File: src/status_flags_pkg.sv
/*
  Constants for the auxiliary status flag bank: command codes, bit positions,
  reset values. Assumes a PMBus protocol engine that decodes commands upstream.
*/
package status_flags_pkg;
  // ==========================================================================
  // Command codes
  localparam logic [7:0] CMD_FIRST_ALERT  = 8'h7f;
  localparam logic [7:0] CMD_VENDOR_FAULT = 8'h80;
  // ==========================================================================
  // Field positions
  localparam int FIRST_ALERT_BIT = 0;
  localparam int BIT_DCM_LIVE    = 7;
  localparam int BIT_CTRL_OT     = 6;
  localparam int BIT_PS_FAULT    = 5;
  localparam int BIT_PS_LINK     = 4;
  localparam int BIT_POWER_STAGE_THERMAL_FLAG       = 1;
  localparam int BIT_POWER_STAGE_UNDERVOLTAGE_FLAG       = 0;
  // Latched (write-one-to-clear) positions of each register
  localparam logic [7:0] FIRST_ALERT_W1C  = 8'h01;
  localparam logic [7:0] VENDOR_FAULT_W1C = 8'h73;
  localparam logic [7:0] FLAGS_RESET      = 8'h00;
endpackage

File: src/alert_first_detect.sv
/*
  Detects that this device asserted the shared alert line while it was still
  high. Assumes alert_line_in is the sampled wire level (low = asserted).
*/
`timescale 1ns/1ps
module alert_first_detect (
  input  wire logic clk,
  input  wire logic rst,
  input  wire logic alert_request,
  input  wire logic alert_line_in,
  output logic      first_event
);
  typedef struct packed {
    logic req_d;
    logic line_d;
  } state_t;
  state_t cur;
  state_t next_cur;

  always_comb begin
    next_cur.req_d  = alert_request;
    next_cur.line_d = alert_line_in;
  end

  always_ff @(posedge clk) begin
    if (rst) begin
      cur <= 2'h1;
    end else begin
      cur <= next_cur;
    end
  end

  // Rising own request while the wire was still high the cycle before
  assign first_event = alert_request && !cur.req_d && cur.line_d; // RL3

  a_first_needs_high : assert property (@(posedge clk) disable iff (rst)
    first_event |-> $past(alert_line_in)) else $error("first event with line low"); // RL3
endmodule // alert_first_detect

File: src/status_flags_bank.sv
/*
  Auxiliary PMBus status bank: first-to-alert register and vendor fault
  register, with clears and summary bits. Assumes an upstream protocol engine
  presents decoded byte reads and writes as single-cycle strobes on clk.
*/
`timescale 1ns/1ps

// Contract
// RL1: Reading command 7Fh returns one byte with the first-alert flag in bit 0; writes are accepted.
// RL2: The first-alert flag never drives the alert line itself.
// RL3: The first-alert flag sets when this device asserts alert while the line was still high.
// RL4: Bits 7..1 of 7Fh and bits 3..2 of 80h read zero and are read-only.
// RL5: Clear-faults, output turn-on, or writing 1 to a flag's bit clears latched flags.
// RL6: The summary bit is the OR of the supported first-alert flags.
// RL7: Reading command 80h returns one byte of vendor flags; writes are accepted.
// RL8: The alert mask never suppresses vendor flags.
// RL9: A fault-disable bit blocks both the fault response and its vendor flag.
// RL10: Bit 7 of 80h is a live discontinuous-mode indication that raises no alert or summary.
// RL11: Bit 6 latches on controller thermal shutdown.
// RL12: Bit 5 latches on driver undervoltage, power-stage thermal shutdown or input lockout.
// RL13: Bit 4 latches on a power-stage communication error.
// RL14: Bit 1 latches on power-stage thermal shutdown.
// RL15: Bit 0 reports power-stage undervoltage and is write-one-to-clear.
// RL16: Writing 0 leaves flags alone; writes to read-only bits are ignored.
module status_flags_bank (
  input  wire logic       clk,
  input  wire logic       rst,
  input  wire logic [7:0] cmd_code,
  input  wire logic       write_strobe,
  input  wire logic [7:0] write_data,
  input  wire logic       read_strobe,
  output logic [7:0]      read_data,
  output logic            read_valid,
  input  wire logic       clear_faults,
  input  wire logic       output_turn_on,
  input  wire logic       alert_request,
  input  wire logic       alert_line_in,
  input  wire logic       alert_mask_setting,
  input  wire logic [5:0] fault_disable,
  input  wire logic       discontinuous_mode_live,
  input  wire logic       controller_thermal_shutdown,
  input  wire logic       driver_supply_undervoltage,
  input  wire logic       power_stage_thermal,
  input  wire logic       power_input_lockout,
  input  wire logic       power_stage_link_error,
  input  wire logic       power_stage_undervoltage,
  output logic            fault_response_enable,
  output logic            first_alert_summary,
  output logic            vendor_summary
);
  // ==========================================================================
  // Register state
  typedef struct packed {
    logic [7:0] read_data;
    logic       read_valid;
  } state_t;
  state_t cur;
  state_t next_cur;

  logic       first_event;
  logic       first_alert_flag;
  logic       bulk_clear;
  logic [7:0] vendor_flags;
  logic [7:0] vendor_set;
  logic [7:0] vendor_clr;
  logic       first_clr;
  // Write-one-to-clear image of the current write, shared by both registers
  logic [7:0] write_clr;
  logic [7:0] first_alert_status;
  logic [7:0] vendor_fault_status;

  // Index of fault_disable for each vendor latched bit
  function automatic logic disabled_for(input int pos, input logic [5:0] dis);
    case (pos)
      status_flags_pkg::BIT_CTRL_OT:  disabled_for = dis[0];
      status_flags_pkg::BIT_PS_FAULT: disabled_for = dis[1];
      status_flags_pkg::BIT_PS_LINK:  disabled_for = dis[2];
      status_flags_pkg::BIT_POWER_STAGE_THERMAL_FLAG:    disabled_for = dis[3];
      status_flags_pkg::BIT_POWER_STAGE_UNDERVOLTAGE_FLAG:    disabled_for = dis[4];
      default:                        disabled_for = 1'b0;
    endcase
  endfunction

  // Only one side effect of writes: W1C on latched positions
  function automatic logic [7:0] w1c_mask(input logic [7:0] code, input logic [7:0] data,
                                          input logic wr);
    if (wr && code == status_flags_pkg::CMD_FIRST_ALERT) begin
      w1c_mask = data & status_flags_pkg::FIRST_ALERT_W1C; // RL16
    end else if (wr && code == status_flags_pkg::CMD_VENDOR_FAULT) begin
      w1c_mask = data & status_flags_pkg::VENDOR_FAULT_W1C; // RL16
    end else begin
      w1c_mask = 8'h00;
    end
  endfunction

  // ==========================================================================
  // Event capture
  assign bulk_clear = clear_faults | output_turn_on; // RL5

  alert_first_detect u_first (
    .clk           (clk),
    .rst           (rst),
    .alert_request (alert_request),
    .alert_line_in (alert_line_in),
    .first_event   (first_event)
  );

  // Fault responses run only while every disable bit is clear; the mask is not consulted
  assign fault_response_enable = ~|fault_disable; // RL9 RL8

  always_comb begin
    vendor_set = 8'h00;
    vendor_set[status_flags_pkg::BIT_CTRL_OT]  = controller_thermal_shutdown; // RL11
    vendor_set[status_flags_pkg::BIT_PS_FAULT] = driver_supply_undervoltage
      | power_stage_thermal | power_input_lockout; // RL12
    vendor_set[status_flags_pkg::BIT_PS_LINK]  = power_stage_link_error; // RL13
    vendor_set[status_flags_pkg::BIT_POWER_STAGE_THERMAL_FLAG]    = power_stage_thermal; // RL14
    vendor_set[status_flags_pkg::BIT_POWER_STAGE_UNDERVOLTAGE_FLAG]    = power_stage_undervoltage; // RL15
    for (int i = 0; i < 8; i++) begin
      if (disabled_for(i, fault_disable)) begin
        vendor_set[i] = 1'b0; // RL9
      end
    end
  end

  assign write_clr  = w1c_mask(cmd_code, write_data, write_strobe); // RL16
  assign vendor_clr = write_clr | {8{bulk_clear}}; // RL5
  assign first_clr  = write_clr[status_flags_pkg::FIRST_ALERT_BIT] | bulk_clear; // RL5

  w1c_flag u_first_flag (
    .clk       (clk),
    .rst       (rst),
    .set_event (first_event),
    .clear     (first_clr),
    .flag      (first_alert_flag)
  );

  // ==========================================================================
  // Latched vendor bits
  genvar g;
  generate
    for (g = 0; g < 8; g++) begin : g_vendor
      if (status_flags_pkg::VENDOR_FAULT_W1C[g]) begin : g_latch
        w1c_flag u_flag (
          .clk       (clk),
          .rst       (rst),
          .set_event (vendor_set[g]),
          .clear     (vendor_clr[g]),
          .flag      (vendor_flags[g])
        );
      end else begin : g_none
        assign vendor_flags[g] = 1'b0; // RL4
      end
    end
  endgenerate

  // ==========================================================================
  // Read image and summaries
  assign first_alert_status = {7'h00, first_alert_flag}; // RL4 RL1
  assign vendor_fault_status = {discontinuous_mode_live, vendor_flags[6:0]}; // RL10 RL7

  // Summary excludes the live bit; the first-alert flag feeds no alert path
  assign first_alert_summary = |(first_alert_status & status_flags_pkg::FIRST_ALERT_W1C); // RL6 RL2
  assign vendor_summary = |(vendor_flags & status_flags_pkg::VENDOR_FAULT_W1C); // RL10

  always_comb begin
    next_cur = cur;
    next_cur.read_valid = 1'b0;
    if (read_strobe) begin
      next_cur.read_valid = 1'b1;
      case (cmd_code)
        status_flags_pkg::CMD_FIRST_ALERT:  next_cur.read_data = first_alert_status; // RL1
        status_flags_pkg::CMD_VENDOR_FAULT: next_cur.read_data = vendor_fault_status; // RL7
        default:                            next_cur.read_data = 8'h00;
      endcase
    end
  end

  always_ff @(posedge clk) begin
    if (rst) begin
      cur <= '0;
    end else begin
      cur <= next_cur;
    end
  end

  assign read_data  = cur.read_data;
  assign read_valid = cur.read_valid;

  // ==========================================================================
  // Checks
  a_read_one_cycle : assert property (@(posedge clk) disable iff (rst)
    read_strobe |=> read_valid ##1 !read_valid || $past(read_strobe)) else $error("bad read valid"); // RL1
  a_first_reserved : assert property (@(posedge clk) disable iff (rst)
    (read_strobe && cmd_code == 8'h7f) |=> read_data[7:1] == 7'h00) else $error("reserved set"); // RL4
  a_vendor_reserved : assert property (@(posedge clk) disable iff (rst)
    (read_strobe && cmd_code == 8'h80) |=> read_data[3:2] == 2'h0) else $error("reserved set"); // RL4
  a_bulk_clears : assert property (@(posedge clk) disable iff (rst)
    (bulk_clear && vendor_set == 8'h00 && !first_event) |=>
      first_alert_flag == 1'b0 && vendor_flags == 8'h00) else $error("bulk clear failed"); // RL5
  a_summary_follows : assert property (@(posedge clk) disable iff (rst)
    first_alert_summary == first_alert_flag) else $error("summary mismatch"); // RL6
  a_mask_ignored : assert property (@(posedge clk) disable iff (rst)
    (controller_thermal_shutdown && !fault_disable[0]) |=> vendor_flags[6]) else $error("lost"); // RL8
  a_disable_blocks : assert property (@(posedge clk) disable iff (rst)
    (fault_disable[2] && !vendor_flags[4] && !$past(vendor_flags[4])) |=> !vendor_flags[4])
    else $error("disabled flag set"); // RL9
  a_live_dcm : assert property (@(posedge clk) disable iff (rst)
    (read_strobe && cmd_code == 8'h80) |=> read_data[7] == $past(discontinuous_mode_live))
    else $error("live bit stale"); // RL10
  a_ps_fault_cause : assert property (@(posedge clk) disable iff (rst)
    (driver_supply_undervoltage && !fault_disable[1]) |=> vendor_flags[5]) else $error("no fault"); // RL12
  a_zero_write_keeps : assert property (@(posedge clk) disable iff (rst)
    (write_strobe && write_data == 8'h00 && !bulk_clear) |=> vendor_flags >= $past(vendor_flags))
    else $error("zero write cleared"); // RL16

  c_first_alert : cover property (@(posedge clk) first_event);
  c_w1c_vendor : cover property (@(posedge clk) write_strobe && cmd_code == 8'h80 && |vendor_flags);
  c_bulk_clear : cover property (@(posedge clk) bulk_clear && first_alert_flag);
  c_live_read : cover property (@(posedge clk) read_strobe && discontinuous_mode_live);

  // ==========================================================================
  // Per-source, clear, gate and summary checks: each event must reach its own bit unless disabled
  a_link_err_sets : assert property (@(posedge clk) disable iff (rst) // RL13
    (power_stage_link_error && !fault_disable[2])
    |=> vendor_flags[4])
    else $error("link error flag did not set");
  a_power_stage_thermal_flag_sets : assert property (@(posedge clk) disable iff (rst) // RL14
    (power_stage_thermal && !fault_disable[3])
    |=> vendor_flags[1])
    else $error("stage thermal flag did not set");
  a_power_stage_undervoltage_flag_sets : assert property (@(posedge clk) disable iff (rst) // RL15
    (power_stage_undervoltage && !fault_disable[4])
    |=> vendor_flags[0])
    else $error("stage undervoltage flag did not set");
  a_thermal_cause : assert property (@(posedge clk) disable iff (rst) // RL12
    (power_stage_thermal && !fault_disable[1])
    |=> vendor_flags[5])
    else $error("stage fault missed thermal cause");
  a_lockout_cause : assert property (@(posedge clk) disable iff (rst) // RL12
    (power_input_lockout && !fault_disable[1])
    |=> vendor_flags[5])
    else $error("stage fault missed lockout cause");
  a_first_sets : assert property (@(posedge clk) disable iff (rst) // RL3
    first_event
    |=> first_alert_flag)
    else $error("first alert flag did not set");
  a_first_w1c : assert property (@(posedge clk) disable iff (rst) // RL5
    (write_strobe && cmd_code == 8'h7f && write_data[0] && !first_event)
    |=> !first_alert_flag)
    else $error("first alert flag not cleared by write");
  a_vendor_w1c : assert property (@(posedge clk) disable iff (rst) // RL5
    (write_strobe && cmd_code == 8'h80 && write_data[6] && !vendor_set[6])
    |=> !vendor_flags[6])
    else $error("vendor flag not cleared by write");
  a_turn_on_clears : assert property (@(posedge clk) disable iff (rst) // RL5
    (output_turn_on && !first_event)
    |=> !first_alert_flag)
    else $error("turn-on did not clear first alert flag");
  a_first_zero_keeps : assert property (@(posedge clk) disable iff (rst) // RL16
    (write_strobe && cmd_code == 8'h7f && !write_data[0] && !bulk_clear)
    |=> (!$past(first_alert_flag) || first_alert_flag))
    else $error("zero write cleared first alert flag");
  a_reserved_zero : assert property (@(posedge clk) disable iff (rst) // RL4
    vendor_flags[3:2] == 2'h0)
    else $error("reserved vendor bit set");
  a_response_gate : assert property (@(posedge clk) disable iff (rst) // RL9
    fault_response_enable == (fault_disable == 6'h00))
    else $error("fault response gate wrong");
  a_vendor_summary_or : assert property (@(posedge clk) disable iff (rst) // RL10
    vendor_summary == |vendor_flags[6:0])
    else $error("vendor summary includes live bit");

  // ==========================================================================
  // Read path: value, timing and hold
  a_unmapped_zero : assert property (@(posedge clk) disable iff (rst) // RL1
    (read_strobe && cmd_code != 8'h7f && cmd_code != 8'h80)
    |=> read_data == 8'h00)
    else $error("unmapped code read nonzero");
  a_first_read_value : assert property (@(posedge clk) disable iff (rst) // RL1
    (read_strobe && cmd_code == 8'h7f)
    |=> read_data[0] == $past(first_alert_flag))
    else $error("first alert read wrong");
  a_vendor_read_value : assert property (@(posedge clk) disable iff (rst) // RL7
    (read_strobe && cmd_code == 8'h80)
    |=> read_data[6:0] == $past(vendor_flags[6:0]))
    else $error("vendor read wrong");
  a_no_stray_valid : assert property (@(posedge clk) disable iff (rst) // RL1
    !read_strobe
    |=> !read_valid)
    else $error("read valid without strobe");
  a_read_data_holds : assert property (@(posedge clk) disable iff (rst) // RL1
    !read_strobe
    |=> $stable(read_data))
    else $error("read data changed without read");
endmodule // status_flags_bank

File: src/w1c_flag.sv
/*
  One sticky status flag: set by an event, cleared by a bulk or individual clear.
  Assumes synchronous inputs on clk.
*/
`timescale 1ns/1ps
module w1c_flag (
  input  wire logic clk,
  input  wire logic rst,
  input  wire logic set_event,
  input  wire logic clear,
  output logic      flag
);
  typedef struct packed {
    logic flag;
  } state_t;
  state_t cur;
  state_t next_cur;

  // Set wins over a clear arriving in the same cycle
  always_comb begin
    next_cur = cur;
    if (set_event) begin
      next_cur.flag = 1'b1;
    end else if (clear) begin
      next_cur.flag = 1'b0;
    end
  end

  always_ff @(posedge clk) begin
    if (rst) begin
      cur <= '0;
    end else begin
      cur <= next_cur;
    end
  end

  assign flag = cur.flag;

  a_flag_sets : assert property (@(posedge clk) disable iff (rst)
    set_event |=> flag) else $error("flag did not set");
  a_flag_clears : assert property (@(posedge clk) disable iff (rst)
    (clear && !set_event) |=> !flag) else $error("flag did not clear");
  a_flag_holds : assert property (@(posedge clk) disable iff (rst)
    (!clear && !set_event) |=> flag == $past(flag)) else $error("flag changed alone");
endmodule // w1c_flag
File: config.mk
export PLATFORM = sky130hd
export DESIGN_NAME = status_flags_bank
export DESIGN_NICKNAME = d
export VERILOG_FILES = /design/src/status_flags_pkg.sv /design/src/alert_first_detect.sv /design/src/status_flags_bank.sv /design/src/w1c_flag.sv
export SDC_FILE = /design/constraint.sdc
export NUM_CORES = 1
export LEC_CHECK = 0
export BUFFER_PORTS_ARGS = -buffer_cell sky130_fd_sc_hd__buf_2
export CORE_MARGIN = 2
export CORE_UTILIZATION = 43
export CTS_CLUSTER_DIAMETER = 50
export CTS_CLUSTER_SIZE = 25
export DETAILED_ROUTE_END_ITERATION = 8
export PLACE_DENSITY = 0.86
export SYNTH_ARGS = -nofsm -noshare
export SYNTH_HDL_FRONTEND = slang
export SYNTH_HIERARCHICAL = 1
export SYNTH_SLANG_ARGS = --single-unit
File: constraint.sdc
create_clock -name clk -period 2.5 [get_ports clk]
set_clock_uncertainty 0.15 [all_clocks]
set_input_delay 0.375 -clock clk [delete_from_list [all_inputs] [get_ports clk]]
set_output_delay 0.375 -clock clk [all_outputs]
set_load 0.01 [all_outputs]
==> impl_metrics.py, run 1 <==
metrics = {
    "grt": {
        "grt_max_degree": 16,
        "antenna_found_initial": 0,
        "use_met1_pct": 18.36,
        "grt_pass1_vias": 699,
        "grtUsageMet2_pct": 32.86,
        "grt.busiest_layer": "met2",
        "grt_usage_pct": 18.05,
        "grt_pass1_wl_mm": 2.601,
        "met3_usage_pct": 4.800,
        "grt-ovfl-total": 0,
    },
    "power": {
        "p_seq_share_pct": 55.1,
        "p_leak_nw": 0.4347,
        "internal_power_mw": 0.3453,
        "switching_share_pct": 24.50,
        "power.switching_mw": 0.1120,
        "comb_power_share_pct": 15.1,
        "p_clk_share_pct": 29.9,
        "power_density_nw_per_um2": 476.6,
        "vdd_drop_max_v": 0.0002517,
        "fin_total_pwr_mw": 0.4574,
    },
    "floorplan": {
        "die_h_um": 45.26,
        "die_width_um": 45.26,
        "die-area_um2": 2048,
        "start_util_pct": 46.95,
        "ios": 50,
        "rows": 14,
        "core_area_um2": 1559,
    },
    "min_path": {
        "worstHoldStart": "alert_line_in",
        "min_to": "u_first/cur[0]$_SDFF_PP1_",
        "hold_depth": 2,
        "hold_path.class": "in -> reg",
    },
    "synth": {
        "synthCells": 88,
        "synth_compound_area_share_pct": 13.68,
        "synth-adder-area-share_pct": 0,
        "synth_xor_area_share_pct": 0,
        "yosys_warnings": 6,
        "synth_top_family_by_area": "simple AND/OR/NAND/NOR gates",
        "ys_seq_area_share_pct": 41.03,
        "syn_area_um2": 732.0,
        "synth.distinct_cells": 24,
        "synthMuxAreaShare_pct": 0,
        "syn_avg_cell_area_um2": 8.318,
        "synth-simple-area-share_pct": 36.58,
        "ys_ff_latch": 15,
    },
    "setup_path": {
        "reg2regPathDepth": 2,
        "worst_ep_arrival_time_ps": 1280,
        "cp_top_family": "simple AND/OR/NAND/NOR gates",
        "critPathMaxFanout": 2,
        "crit_buf_inv": 2,
        "start_kind": "input port",
        "cp_common_cell": "buf_2",
        "cp_cell_sequence": "buf_2, or4_1, nor3_1, buf_2",
        "critPathRequiredTime_ps": 1980,
        "ff2ff_setup_slack_ps": 1580,
        "reg2reg_from": "g_vendor[0].g_latch.u_flag/flag$_SDFFE_PP0P_",
        "cpPeakStageDelay_ps": 520,
        "r2r-end": "read_data[0]$_SDFFE_PP0P_",
        "slowest_stage": "or4_1",
        "worst-setup-path-type": "in -> out",
        "critPathCaptureType": "output pin",
    },
    "job": {
        "cap_violations": 0,
    },
    "clock_network": {
        "clkLatencyLatePin_ps": 290,
        "cts_num_sinks": 15,
        "postCtsSetupBuffers": 0,
        "cts_inserted_buffers": 3,
        "cts_hold_buf": 0,
        "cts_resized": 0,
        "clockBufferDepth": 2,
        "tritoncts": "done",
        "htreeDepth": 1,
        "clk_pin_slew_ps": 80,
        "root_buffer": "clkbuf_4",
    },
    "drt": {
        "vias_per_cell": 5.061,
        "drt_wl_total_mm": 1.592,
        "dr.pass1.iters": 4,
        "dr.first_iter.drc_count": 10,
        "drc": 0,
        "antenna_left": 0,
        "avgRoutedWirePerCell_um": 10.76,
        "num_vias": 749,
    },
    "placement": {
        "placed_cell_area_um2": 933.4,
        "gp_congestion": 0.7329,
        "io_buffer_count": 43,
        "placed_cells": 144,
    },
    "layout": {
        "area.growth.synth_to_final_pct": 31.11,
        "final_cell_mix": "buf_2, dfxtp_1, nand2b_1",
        "fin_util_pct": 61.56,
        "design_area_um2": 959.7,
        "ff_latch_area_um2": 300.3,
        "final_cells": 148,
        "multi_input_area_um2": 375.4,
        "fillCellCount": 127,
        "drive_above_1_share_pct": 40.15,
        "nets": 171,
        "final_common_cell": "buf_2",
        "n_antenna_cell": 0,
    },
    "sta": {
        "min_period_over_period_pct": 72.31,
        "setup_tns_ps": 0,
        "max_freq_mhz": 553.2,
        "drv_slew": 0,
        "rsz0062_at_grt": "false",
        "setup_viol": 0,
        "final.min_clock_period_ps": 1808,
        "hold_viol_final": 0,
    },
    "status": {
        "status": "finished, final reports clean",
    },
}
-- power groups by stage --
stage	clock network, mW	logic, mW	registers (mW)
after global placement	0	0.0665	0.257
after global routing	0.146	0.0773	0.253
after detailed placement	0	0.0690	0.257
after floorplan	0	0.0313	0.258
after CTS	0.140	0.0690	0.252
final	0.137	0.0689	0.252
-- how the worst max path moves through the flow --
stage / depth (start not counted) / endpoint / start / slack, ps
2_1_floorplan: 2 / fault_response_enable / fault_disable[3] / 820
3_3_place_gp: 7 / g_vendor[0].g_latch.u_flag/flag$_SDFFE_PP0P_ / cmd_code[0] / 640
3_5_place_dp: 7 / g_vendor[0].g_latch.u_flag/flag$_SDFFE_PP0P_ / cmd_code[0] / 590
4_1_cts: 4 / fault_response_enable / fault_disable[3] / 690
5_1_grt: 4 / fault_response_enable / fault_disable[3] / 610
6_report: 4 / fault_response_enable / fault_disable[3] / 690
-- layout make-up --
class	count	share of cell area [%]
inverters	6	2.347
flip-flops and latches	15	31.29
repair buffers	43	22.43
well taps	16	2.086
multi-input cells	64	39.11
clock buffers	4	2.738
-- cells by family (layout without fill, tap and decap cells) --
| family | Yosys count | after routing |
|---|---|---|
| compound gates | 14 | 14 |
| buf+inv | 10 | 53 |
| flops | 15 | 15 |
| other cells | 1 | 2 |
| simple gates | 48 | 48 |
-- synthesized netlist by cell type --
cell,count,area (um^2)
inv_1,6,22.52
buf_6,2,22.52
a21oi_2,6,52.55
o211ai_1,1,7.510
nand2_1,6,22.52
dfxtp_1,15,300.3
or2_1,1,6.260
nand3_1,9,45.04
nor3_1,3,15.01
nand4_1,1,6.260
buf_4,2,15.01
nor4_1,1,6.260
nor2b_1,5,31.28
nand4b_1,1,8.760
a211oi_1,1,7.510
conb_1,1,3.750
a21oi_1,5,25.02
nand2b_1,11,68.82
or4_1,1,7.510
and2b_2,1,8.760
a22oi_1,1,7.510
nor2_1,6,22.52
and4b_1,1,10.01
and3b_1,1,8.760
-- through the flow --
step,setup WS [ps],hold WS [ps]
after floorplan,822.0,287.4
after global placement,643.1,300.5
after detailed placement,587.6,311.3
after CTS,686.5,109.9
after global routing,614.2,118.8
final,692.2,114.0
-- flip-flops by register name, summed over array words and instances (netlist names) --
name and count:
u_first_flag/flag 1, g_vendor.g_latch.u_flag/flag 5, u_first/cur 2, read_valid 1, read_data 6
-- per-layer routing --
layer	vias up	wire, um	part of all wire [%]
met5	-	0	0
met4	0	26	1.6
met3	3	128	8.0
met2	44	805	51
met1	317	631	40
li1	385	-	-
(Power assumes the default switching activity.)
==> run 2: changes to the inputs <==
- CORE_UTILIZATION: 43 -> 36
- PLACE_DENSITY: 0.86 -> 0.77
- clock period: 2.5 -> 1.5 ns (I/O delays scaled with it)
==> impl_metrics.py, run 2 (same netlist as run 1, synthesis figures left out) <==
metrics = {
    "grt": {
        "grt_pass1_wl_mm": 2.794,
        "grt_usage_pct": 15.07,
        "grt-ovfl-total": 0,
        "grt_pass1_vias": 714,
        "grt_max_degree": 16,
        "antenna_found_initial": 0,
    },
    "placement": {
        "post-place-ws_ps": -134.8,
        "dpl.hpwl_mm": 1.376,
        "io_buffer_count": 43,
        "gp_congestion": 0.7958,
    },
    "sta": {
        "setup_viol": 0,
        "final.min_clock_period_ps": 1455,
        "min_period_over_period_pct": 97.02,
        "hold_viol_final": 0,
        "drv_slew": 0,
        "max_freq_mhz": 687.2,
        "rsz0062_at_grt": "false",
        "setup_slack_ps": 44.72,
    },
    "layout": {
        "nets": 175,
        "final_common_cell": "buf_2",
        "ff_latch_area_um2": 300.3,
        "fillCellCount": 194,
        "final_cell_mix": "buf_2, dfxtp_1, nand2b_1",
        "largest_reg_flops": 6,
        "multi_input_area_um2": 384.1,
        "area.growth.synth_to_final_pct": 40.51,
        "drive_above_1_share_pct": 43.38,
        "n_antenna_cell": 0,
    },
    "drt": {
        "avgRoutedWirePerCell_um": 10.50,
        "dr.first_iter.drc_count": 3,
        "drc": 0,
        "num_vias": 748,
        "drt_wl_total_mm": 1.711,
        "antenna_left": 0,
        "dr.pass1.iters": 4,
        "vias_per_cell": 4.589,
    },
    "floorplan": {
        "die-area_um2": 2410,
        "die_h_um": 49.09,
        "start_util_pct": 37.69,
        "core_area_um2": 1942,
        "die_width_um": 49.09,
        "ios": 50,
        "rows": 16,
    },
    "setup_path": {
        "reg2reg_from": "g_vendor[0].g_latch.u_flag/flag$_SDFFE_PP0P_",
        "slowest_stage": "or4_4",
        "crit_buf_inv": 2,
        "worst-setup-path-type": "in -> out",
        "worst_ep_arrival_time_ps": 1080,
        "cp_top_family": "simple AND/OR/NAND/NOR gates",
        "cpPeakStageDelay_ps": 520,
        "critPathRequiredTime_ps": 1120,
        "critPathCaptureType": "output pin",
        "reg2regPathDepth": 2,
        "critPathMaxFanout": 1,
        "ff2ff_setup_slack_ps": 590,
        "start_kind": "input port",
        "cp_cell_sequence": "buf_6, or4_4, nor3_2, buf_2",
        "r2r-end": "read_data[0]$_SDFFE_PP0P_",
    },
    "min_path": {
        "hold_path.class": "in -> reg",
        "worstHoldStart": "alert_request",
        "hold_depth": 2,
        "min_to": "u_first/cur[1]$_SDFF_PP0_",
    },
    "clock_network": {
        "clk_pin_slew_ps": 90,
        "clkLatencyLatePin_ps": 280,
        "cts_num_sinks": 15,
        "postCtsSetupBuffers": 0,
        "cts_inserted_buffers": 3,
        "htreeDepth": 1,
        "root_buffer": "clkbuf_4",
        "clockBufferDepth": 2,
        "tritoncts": "done",
    },
    "power": {
        "p_leak_nw": 0.4651,
        "fin_total_pwr_mw": 0.7747,
        "power_density_nw_per_um2": 753.2,
        "vdd_drop_max_v": 0.0004090,
    },
    "job": {
        "cap_violations": 0,
    },
    "status": {
        "status": "finished, final reports clean",
    },
}
## run 2: how the worst max path moves through the flow
stage,startpoint,end,slack [ps],depth (start not counted)
finish,fault_disable[5],fault_response_enable,40,4
global route,g_vendor[6].g_latch.u_flag/flag$_SDFFE_PP0P_,vendor_summary,4,3
CTS,fault_disable[5],fault_response_enable,-10,4
detailed placement,cmd_code[0],g_vendor[5].g_latch.u_flag/flag$_SDFFE_PP0P_,-130,8
global placement,cmd_code[0],g_vendor[4].g_latch.u_flag/flag$_SDFFE_PP0P_,-70,8
floorplan,cmd_code[0],u_first_flag/flag$_SDFFE_PP0P_,100,7
## run 2: repair_timing
item                                   CTS  global route
setup endpoints to repair                1             1
endpoints found under the hold margin    1             0
hold buffers                             1             0
resized for setup                        4             0
pin swaps                                2             1
## run 2: layout make-up
| class | instances | share of cell area, % |
|---|---|---|
| clock buffer | 3 | 2.190 |
| sequential | 15 | 29.20 |
| multi-input combinational | 64 | 37.35 |
| tap | 27 | 3.285 |
| timing repair buffer | 47 | 25.30 |
| inverter | 6 | 2.190 |
| clock inverter | 1 | 0.4866 |
## run 2: power breakdown
part	total (mW)	switching [mW]	internal (mW)	leakage, nW
Clock	0.231	0.132	0.0990	0.0177
Combinational	0.123	0.0574	0.0659	0.324
Sequential	0.420	0.00805	0.412	0.123
## run 2: worst reg2reg max path: cells and delay by family (launching register included)
family          cells  cell delay [ps]
compound gates      2              320
flops               1              370
## run 2: through the flow
step | cells | instance area (um^2) | TNS, ps | hold slack, ps | util, %
floorplan | 89 | 735.7 | 0 | 137.4 | -
CTS | 163 | 1028 | -12.54 | 16.28 | 52.96
global placement | 158 | 969.7 | -383.3 | 253.9 | 49.94
finish | 163 | 1028 | 0 | 30.39 | 52.96
detailed placement | 158 | 969.7 | -831.1 | 264.1 | 49.94
global route | 163 | 1028 | 0 | 7.353 | 52.96
## run 2: per-layer routing
metal | wire length (um) | up-vias | part of all wire, % | GRT usage, %
met3 | 134 | 2 | 7.8 | 4.294
met4 | 13 | 0 | 0.76 | 8.571
li1 | - | 388 | - | -
met2 | 835 | 34 | 49 | 25.23
met1 | 726 | 324 | 42 | 16.98
met5 | 0 | - | 0 | 0
